### config.mk
export PLATFORM = sky130hd
export DESIGN_NAME = dawp_top
export DESIGN_NICKNAME = d
export VERILOG_FILES = /design/src/pkg/dawp_pkg.sv /design/src/rtl/dawp_top.sv
export VERILOG_INCLUDE_DIRS = /design/src /design/src/pkg
export SDC_FILE = /design/constraint.sdc
export NUM_CORES = 1
export LEC_CHECK = 0
export ABC_AREA = 1
export BUFFER_PORTS_ARGS = -buffer_cell sky130_fd_sc_hd__clkbuf_2
export CAP_MARGIN = 10
export CORE_AREA = 10 10 90 92
export CTS_BUF_LIST = sky130_fd_sc_hd__clkbuf_8 sky130_fd_sc_hd__clkbuf_16
export DETAILED_ROUTE_END_ITERATION = 10
export DIE_AREA = 0 0 100 102
export PLACE_DENSITY = 0.79
export SLEW_MARGIN = 0
export SYNTH_ARGS = -nofsm -noshare
export SYNTH_HDL_FRONTEND = slang
export SYNTH_SLANG_ARGS = --single-unit
### constraint.sdc
create_clock -name i_sys_clk -period 2.9 [get_ports i_sys_clk]
set_clock_uncertainty 0.2 [all_clocks]
set_input_delay 0.145 -clock i_sys_clk [delete_from_list [all_inputs] [get_ports i_sys_clk]]
set_output_delay 0.145 -clock i_sys_clk [all_outputs]
set_load 0.02 [all_outputs]
### src/pkg/dawp_map.svh
`ifndef DAWP_MAP_SVH
`define DAWP_MAP_SVH
`define DAWP_IDX_EXT_DISP 8'h1B
`define DAWP_IDX_PANEL_IF 8'h1C
`define DAWP_PORT_MONO 16'h03B5
`define DAWP_PORT_COLOR 16'h03D5
`define DAWP_PORT_IDX_MONO 16'h03B4
`define DAWP_PORT_IDX_COLOR 16'h03D4
`define DAWP_EXT_MASK 8'hE7
`define DAWP_PIF_MASK 8'hCF
`define DAWP_EXT_RST 8'h00
`define DAWP_PIF_RST 8'h00
`define DAWP_BIT_START16 0
`define DAWP_BIT_WRAP 1
`define DAWP_BIT_VBLANK 2
`define DAWP_BIT_CLASS_LO 6
`define DAWP_BIT_CLASS_HI 7
`endif

### src/pkg/dawp_pkg.sv
package dawp_pkg;
   typedef enum logic [1:0] {
      DAWP_MONO,
      DAWP_MONO_4BIT,
      DAWP_COLOR_STN,
      DAWP_COLOR_TFT
   } dawp_class_type;
   typedef struct packed {
      logic [7:0] idx;
      logic [7:0] ext_disp;
      logic [7:0] panel_if;
      logic [7:0] rdata;
   } dawp_state_type;
endpackage

### src/rtl/dawp_top.sv
// Function
// - wrap clear: memory wraps at 64K maps, char counter limited to 16 bits
// - wrap set: memory wraps at installed size, char counter 17 bits
// - wrap and chain-4: dram a0/a1 from cpu address bits 16/17, not 14/15
// - extended cpu address 18:12 = cpu bank bits 16:12 plus chosen offset
// - wrap and double-word: dram a0/a1 from counter bits 14/15, not 12/13
// - double-word remap gives four displayable pages in 320-wide 256-color mode
// - wrap and four drams installed: counter bit 16 joins display address, 128k page
// - extended control bit 0 is display start address bit 16
// - class 00 mono panels; format bit 0 dual scan, 1 single scan
// - class 01 one unshaded 4-bit pixel on lower nibble
// - class 10 color stn; stn bit 0 single, 1 dual scan
// - class 11 color tft; width field picks 9, 12 or 18 bits
// - panel register reached at 3b5 mono or 3d5 color via index
// - vertical blanking bit 0 keeps display enable unblanked vertically
`timescale 1ns/1ps
`include "dawp_map.svh"
module dawp_top
   import dawp_pkg::*;
(
   // clock and reset
   input wire logic i_sys_clk,
   input wire logic i_rst_n,
   // indexed io port
   input wire logic i_color_mode,
   input wire logic [15:0] i_io_addr,
   input wire logic i_io_wr,
   input wire logic i_io_rd,
   input wire logic [7:0] i_io_wdata,
   output logic [7:0] o_io_rdata,
   // memory address inputs
   input wire logic i_chain_four_select,
   input wire logic i_double_word_select,
   input wire logic i_four_drams,
   input wire logic i_bank_sel,
   input wire logic [6:0] i_bank_offset0,
   input wire logic [6:0] i_bank_offset1,
   input wire logic [16:0] i_cpu_bank_addr,
   input wire logic [16:0] i_char_counter_addr,
   input wire logic [15:0] i_disp_start_low,
   // memory address outputs
   output logic [18:0] o_extended_cpu_mem_addr,
   output logic [18:0] o_cpu_dram_addr,
   output logic [18:0] o_disp_dram_addr,
   output logic [16:0] o_disp_start_addr,
   output logic o_char_counter_17,
   // panel inputs
   input wire logic i_mono_scan_select,
   input wire logic i_stn_dual_scan_select,
   input wire logic [1:0] i_tft_width_select,
   input wire logic i_de_raw,
   input wire logic i_vblank,
   // panel outputs
   output dawp_class_type o_panel_class,
   output logic o_dual_scan,
   output logic [1:0] o_tft_width,
   output logic o_nibble_upper_en,
   output logic o_panel_de
);
   dawp_state_type st_r, st_nxt;
   logic idx_hit;
   logic data_hit;
   logic ext_sel;
   logic pif_sel;
   logic wrap;
   logic four_bank;
   logic vblank_en;
   logic [6:0] ofs;
   logic [6:0] bank_sum;
   logic [18:0] extended_cpu_mem_addr;
   logic [18:0] xma_lim;
   logic [18:0] ca;
   dawp_class_type cls;

   // index or data port address for the current colour mode
   function automatic logic [15:0] port_addr(input logic color, input logic data);
      logic [15:0] p;
      if (color) begin
         p = data ? `DAWP_PORT_COLOR : `DAWP_PORT_IDX_COLOR;
      end else begin
         p = data ? `DAWP_PORT_MONO : `DAWP_PORT_IDX_MONO;
      end
      return p;
   endfunction

   // keeps only the implemented bits of a register write
   function automatic logic [7:0] keep_bits(input logic [7:0] v, input logic [7:0] mask);
      return v & mask;
   endfunction

   // swaps address bits 1:0 with the pair that starts at lo
   function automatic logic [18:0] swap_a01(input logic [18:0] a, input int lo);
      logic [18:0] r;
      r = a;
      r[lo] = a[0];
      r[lo+1] = a[1];
      r[0] = a[lo];
      r[1] = a[lo+1];
      return r;
   endfunction

   // port and index decode
   always_comb begin
      idx_hit = i_io_addr == port_addr(i_color_mode, 1'b0);
      data_hit = i_io_addr == port_addr(i_color_mode, 1'b1);
      ext_sel = st_r.idx == `DAWP_IDX_EXT_DISP;
      pif_sel = st_r.idx == `DAWP_IDX_PANEL_IF;
   end

   // register state: index, two registers, read data
   always_comb begin
      st_nxt = st_r;
      st_nxt.rdata = 8'h00;
      if (i_io_wr && idx_hit) begin
         st_nxt.idx = i_io_wdata;
      end
      if (i_io_wr && data_hit && ext_sel) begin
         st_nxt.ext_disp = keep_bits(i_io_wdata, `DAWP_EXT_MASK);
      end
      if (i_io_wr && data_hit && pif_sel) begin
         st_nxt.panel_if = keep_bits(i_io_wdata, `DAWP_PIF_MASK);
      end
      if (i_io_rd && idx_hit) begin
         st_nxt.rdata = st_r.idx;
      end else if (i_io_rd && data_hit && ext_sel) begin
         st_nxt.rdata = st_r.ext_disp;
      end else if (i_io_rd && data_hit && pif_sel) begin
         st_nxt.rdata = st_r.panel_if;
      end
      if (!i_rst_n) begin
         st_nxt.idx = 8'h00;
         st_nxt.ext_disp = `DAWP_EXT_RST;
         st_nxt.panel_if = `DAWP_PIF_RST;
         st_nxt.rdata = 8'h00;
      end
   end

   always_ff @(posedge i_sys_clk) begin
      st_r <= st_nxt;
   end

   // cpu side: bank offset add and wrap limit
   always_comb begin
      wrap = st_r.ext_disp[`DAWP_BIT_WRAP];
      ofs = i_bank_sel ? i_bank_offset1 : i_bank_offset0;
      bank_sum = 7'(ofs + {2'b00, i_cpu_bank_addr[16:12]});
      extended_cpu_mem_addr = {bank_sum, i_cpu_bank_addr[11:0]};
      xma_lim = extended_cpu_mem_addr;
      if (!wrap) begin
         xma_lim[18:16] = 3'b000;
      end
   end

   // cpu side: chain-4 remap of dram bits 1:0
   always_comb begin
      o_extended_cpu_mem_addr = extended_cpu_mem_addr;
      if (i_chain_four_select && wrap) begin
         o_cpu_dram_addr = swap_a01(xma_lim, 16);
      end else if (i_chain_four_select) begin
         o_cpu_dram_addr = swap_a01(xma_lim, 14);
      end else begin
         o_cpu_dram_addr = xma_lim;
      end
   end

   // display side: counter width and double-word remap
   always_comb begin
      four_bank = wrap && i_four_drams;
      ca = {2'b00, i_char_counter_addr};
      if (!four_bank) begin
         ca[16] = 1'b0;
      end
      if (i_double_word_select && wrap) begin
         o_disp_dram_addr = swap_a01(ca, 14);
      end else if (i_double_word_select) begin
         o_disp_dram_addr = swap_a01(ca, 12);
      end else begin
         o_disp_dram_addr = ca;
      end
      o_char_counter_17 = wrap;
      o_disp_start_addr = {st_r.ext_disp[`DAWP_BIT_START16], i_disp_start_low};
   end

   // panel class decode
   always_comb begin
      cls = dawp_class_type'(st_r.panel_if[`DAWP_BIT_CLASS_HI:`DAWP_BIT_CLASS_LO]);
      o_panel_class = cls;
      o_dual_scan = 1'b0;
      o_tft_width = 2'b00;
      o_nibble_upper_en = 1'b0;
      unique case (cls)
         DAWP_MONO: begin
            o_dual_scan = !i_mono_scan_select;
            o_nibble_upper_en = 1'b1;
         end
         DAWP_MONO_4BIT: begin
            o_nibble_upper_en = 1'b0;
         end
         DAWP_COLOR_STN: begin
            o_dual_scan = i_stn_dual_scan_select;
         end
         DAWP_COLOR_TFT: begin
            o_tft_width = i_tft_width_select;
         end
      endcase
   end

   // display enable: vertical blanking only when software asks for it
   always_comb begin
      vblank_en = st_r.ext_disp[`DAWP_BIT_VBLANK];
      if (vblank_en) begin
         o_panel_de = i_de_raw && !i_vblank;
      end else begin
         o_panel_de = i_de_raw;
      end
   end

   // read data leaves the register directly
   assign o_io_rdata = st_r.rdata;
endmodule

==> impl_metrics.env <==
export IMPL_synth_top_area_share_pct=22.9
export IMPL_synth_seq_area_share_pct=22.9
export IMPL_cts_made_buffers=3
export IMPL_synthArstFlopShare_pct=0
export IMPL_grt_first_pass_wirelength_mm=11.2
export IMPL_hold_path_class="in2reg"
export IMPL_path_class="in2out"
export IMPL_syn_area_sq_mm=0.00245
export IMPL_synth_area_per_cell_sq_um=6.56
export IMPL_endpoint_kind="output pin"
export IMPL_ys_types=37
export IMPL_required_ns=2.56
export IMPL_grt_max_degree=29
export IMPL_grt_overflow=0
export IMPL_status="completed"
export IMPL_path_delay_family="adder cells"
export IMPL_cp_start_kind="input pin"
export IMPL_cts_tree="built"
export IMPL_finalNonFillerCells=498
export IMPL_vias=2405
export IMPL_drc=0
export IMPL_ir_drop_v=0.000190
export IMPL_switching_share_pct=30.3
export IMPL_finalNetCount=531
export IMPL_drtIter0Drc=104
export IMPL_wl_met1_mm=2.52
export IMPL_synth_edf_count=0
export IMPL_yosysWarnings=0
export IMPL_p_seq_share_pct=39.6
export IMPL_dieHeight_um=102
export IMPL_place_inst=486
export IMPL_rows=29
export IMPL_fin_tns_setup_ns=0
export IMPL_wl_met2_mm=3.25
export IMPL_antenna_found_initial=0
export IMPL_post_cts_repair_setup_buffers=0
export IMPL_p_total_uw=970
export IMPL_drv_cap=0
export IMPL_io_buffer_count=108
export IMPL_cpPeakStageDelay_ns=0.42
export IMPL_place_congestion=0.857
export IMPL_power_per_cell_area_mw_per_mm2=358
export IMPL_critPathMaxFanout=8
export IMPL_p_comb_share_pct=28.2
export IMPL_critPathBufInv=4
export IMPL_synth_area_top_cells="dfxtp_1 (23%), buf_4 (19%), inv_1 (10%)"
export IMPL_grt_usage_pct=12.7
export IMPL_root_buffer="clkbuf_8"
export IMPL_crit_slowest_cell="fa_1"
export IMPL_dieWidth_um=100
export IMPL_top_layer="met4"
export IMPL_period_minus_slack_ns=2.64
export IMPL_rsz0062_at_grt="false"
export IMPL_clk_transition_reported_paths_ns=0.10
export IMPL_relSlewSlack_pct=62.8
export IMPL_initial_utilization_pct=39.0
export IMPL_setup_viol=0
export IMPL_fin_util_pct=43.1
export IMPL_dr_wl_met3_um=718
export IMPL_min_period_over_period_pct=91.1
export IMPL_clock_sinks=28
export IMPL_path_cells="clkbuf_2 -> mux2_2 -> ha_1 -> fa_1 -> a21oi_1 -> o21ai_0 -> xnor2_1 -> inv_1 -> o21ai_0 -> inv_1 -> clkbuf_2"
export IMPL_leakage_uw=0.00146
export IMPL_tightest_slew_ns=0.556
export IMPL_p_int_uw=676
export IMPL_fp_dieArea_sq_mm=0.0102
export IMPL_clk_path_buf_depth=2
export IMPL_grt_pass1_vias=2527
export IMPL_hold_buffers=8
export IMPL_wl_per_cell_um=13.3
export IMPL_ios=193
export IMPL_p_clk_share_pct=32.2
export IMPL_final_layout_size_suffix_gt1_share_pct=30.4
export IMPL_hpwl_mm=5.52
export IMPL_clock_latency_ns=0.28
export IMPL_core_area_sq_mm=0.00628
export IMPL_vias_per_cell=4.83
export IMPL_ant_nets=0
export IMPL_routed_wl_mm=6.61
export IMPL_yosysTopAreaCell="dfxtp_1"
export IMPL_area_growth_pct=10.6
export IMPL_antennaDiodeCount=0
export IMPL_synth_seq_cells=28
export IMPL_arrival_ns=2.30
export IMPL_p_switching_uw=294
export IMPL_synth_main_ff_cell="dfxtp_1"
export IMPL_whs_ns=0.0117
export IMPL_ctsResizeCount=0
export IMPL_dr_pass1_iters=4
export IMPL_synthCells=373
export IMPL_htree_num_levels=1
export IMPL_fmax_mhz=378
export IMPL_finalHoldViolCount=0
export IMPL_drv_slew=0
## power by group through the flow
| stage | Clock, uW | Sequential, uW | Combinational, uW |
|---|---|---|---|
| after global routing | 330 | 384 | 305 |
| after floorplan | 0 | 393 | 257 |
| after detailed placement | 0 | 393 | 267 |
| final | 312 | 384 | 273 |
| after global placement | 0 | 393 | 257 |
| after CTS | 312 | 384 | 276 |
## cell usage in the layout (no fill, tap or decap), types with 2 or more instances in the layout
master	instances
nand3_2	3
mux2_2	5
conb_1	2
o21ai_0	29
nor2_1	34
nand3_1	18
nor2_4	2
dfxtp_1	28
o21ai_1	6
and3_1	3
nand4_1	16
inv_1	65
a21oi_1	16
clkbuf_8	3
nor3_1	2
ha_1	5
nand2_1	49
xor2_1	2
clkbuf_2	108
dlygate4sd3_1	8
## worst paths after layout
path | startpoint | endpoint | slack, ns | cells past startpoint
hold / removal | i_io_wr | st_r[28]$_SDFFE_PN0P_ | 0.01 | 3
hold reg to reg | st_r[28]$_SDFFE_PN0P_ | o_io_rdata[4]$_SDFF_PN0_ | 0.27 | 2
setup reg to reg | st_r[30]$_SDFFE_PN0P_ | o_panel_class[0]$_SDFFE_PN0P_ | 1.02 | 6
setup / recovery | i_bank_sel | o_cpu_dram_addr[16] | 0.26 | 11
## worst reg2reg max path: cells and delay by family (launching register included)
family | cells | cell delay (ns)
AO/OA/AOI/OAI | 1 | 0.24
buffers and inverters | 1 | 0.07
flip-flops | 1 | 0.33
AND/OR/NAND/NOR | 4 | 0.93
## final cells by class
| class | instances | area, sq um |
|---|---|---|
| clock inverters | 1 | 30.0 |
| inverters | 66 | 248 |
| repair buffers | 117 | 628 |
| flip-flops and latches | 28 | 561 |
| clock buffers | 3 | 41.3 |
| multi-input cells | 206 | 1100 |
| well taps | 77 | 96.3 |
| fillers | 651 | 3570 |
## metrics by stage
| stage | cell area (sq um) | setup slack [ns] |
|---|---|---|
| finish | 2710 | 0.257 |
| global route | 2710 | 0.137 |
| CTS | 2710 | 0.266 |
| detailed placement | 2560 | 0.262 |
| global placement | 2560 | 0.383 |
| floorplan | 2450 | 0.251 |
## synth_stat cells (2+ instances only)
cell      instances
inv_1            65
buf_4            63
nand2_1          49
nor2_1           34
o21ai_0          29
dfxtp_1          28
nand3_1          18
a21oi_1          16
nand4_1          16
o21ai_1           6
clkbuf_1          5
ha_1              5
mux2_2            5
and3_1            3
buf_6             3
nand3_2           3
buf_2             2
nor2_4            2
nor3_1            2
xor2_1            2
## metal layers
| metal | vias to the layer above | track usage, % |
|---|---|---|
| met2 | 116 | 23.3 |
| met1 | 1057 | 12.4 |
| met3 | 18 | 5.60 |
| li1 | 1214 | - |
| met4 | 0 | 4.67 |
| met5 | - | 0 |
## sequential cells by signal (all words and copies together) (netlist names)
| name | count |
|---|---|
| st_r | 16 |
| o_io_rdata | 8 |
| o_panel_class | 2 |
| o_char_counter_17 | 1 |
| o_disp_start_addr | 1 |
## kinds of logic (layout without fill, tap and decap cells)
family / after synthesis / count (layout) / synth area share, %
buf+inv: 140 / 187 / 32.2
simple gates: 132 / 132 / 25.3
compound gates: 57 / 57 / 12.4
flops: 28 / 28 / 22.9
fa+ha+maj: 6 / 6 / 3.37
mux: 6 / 6 / 2.71
xor+xnor: 3 / 3 / 1.07
other cells: 1 / 2 / 0.153
Power figures use the tool's default switching activity.
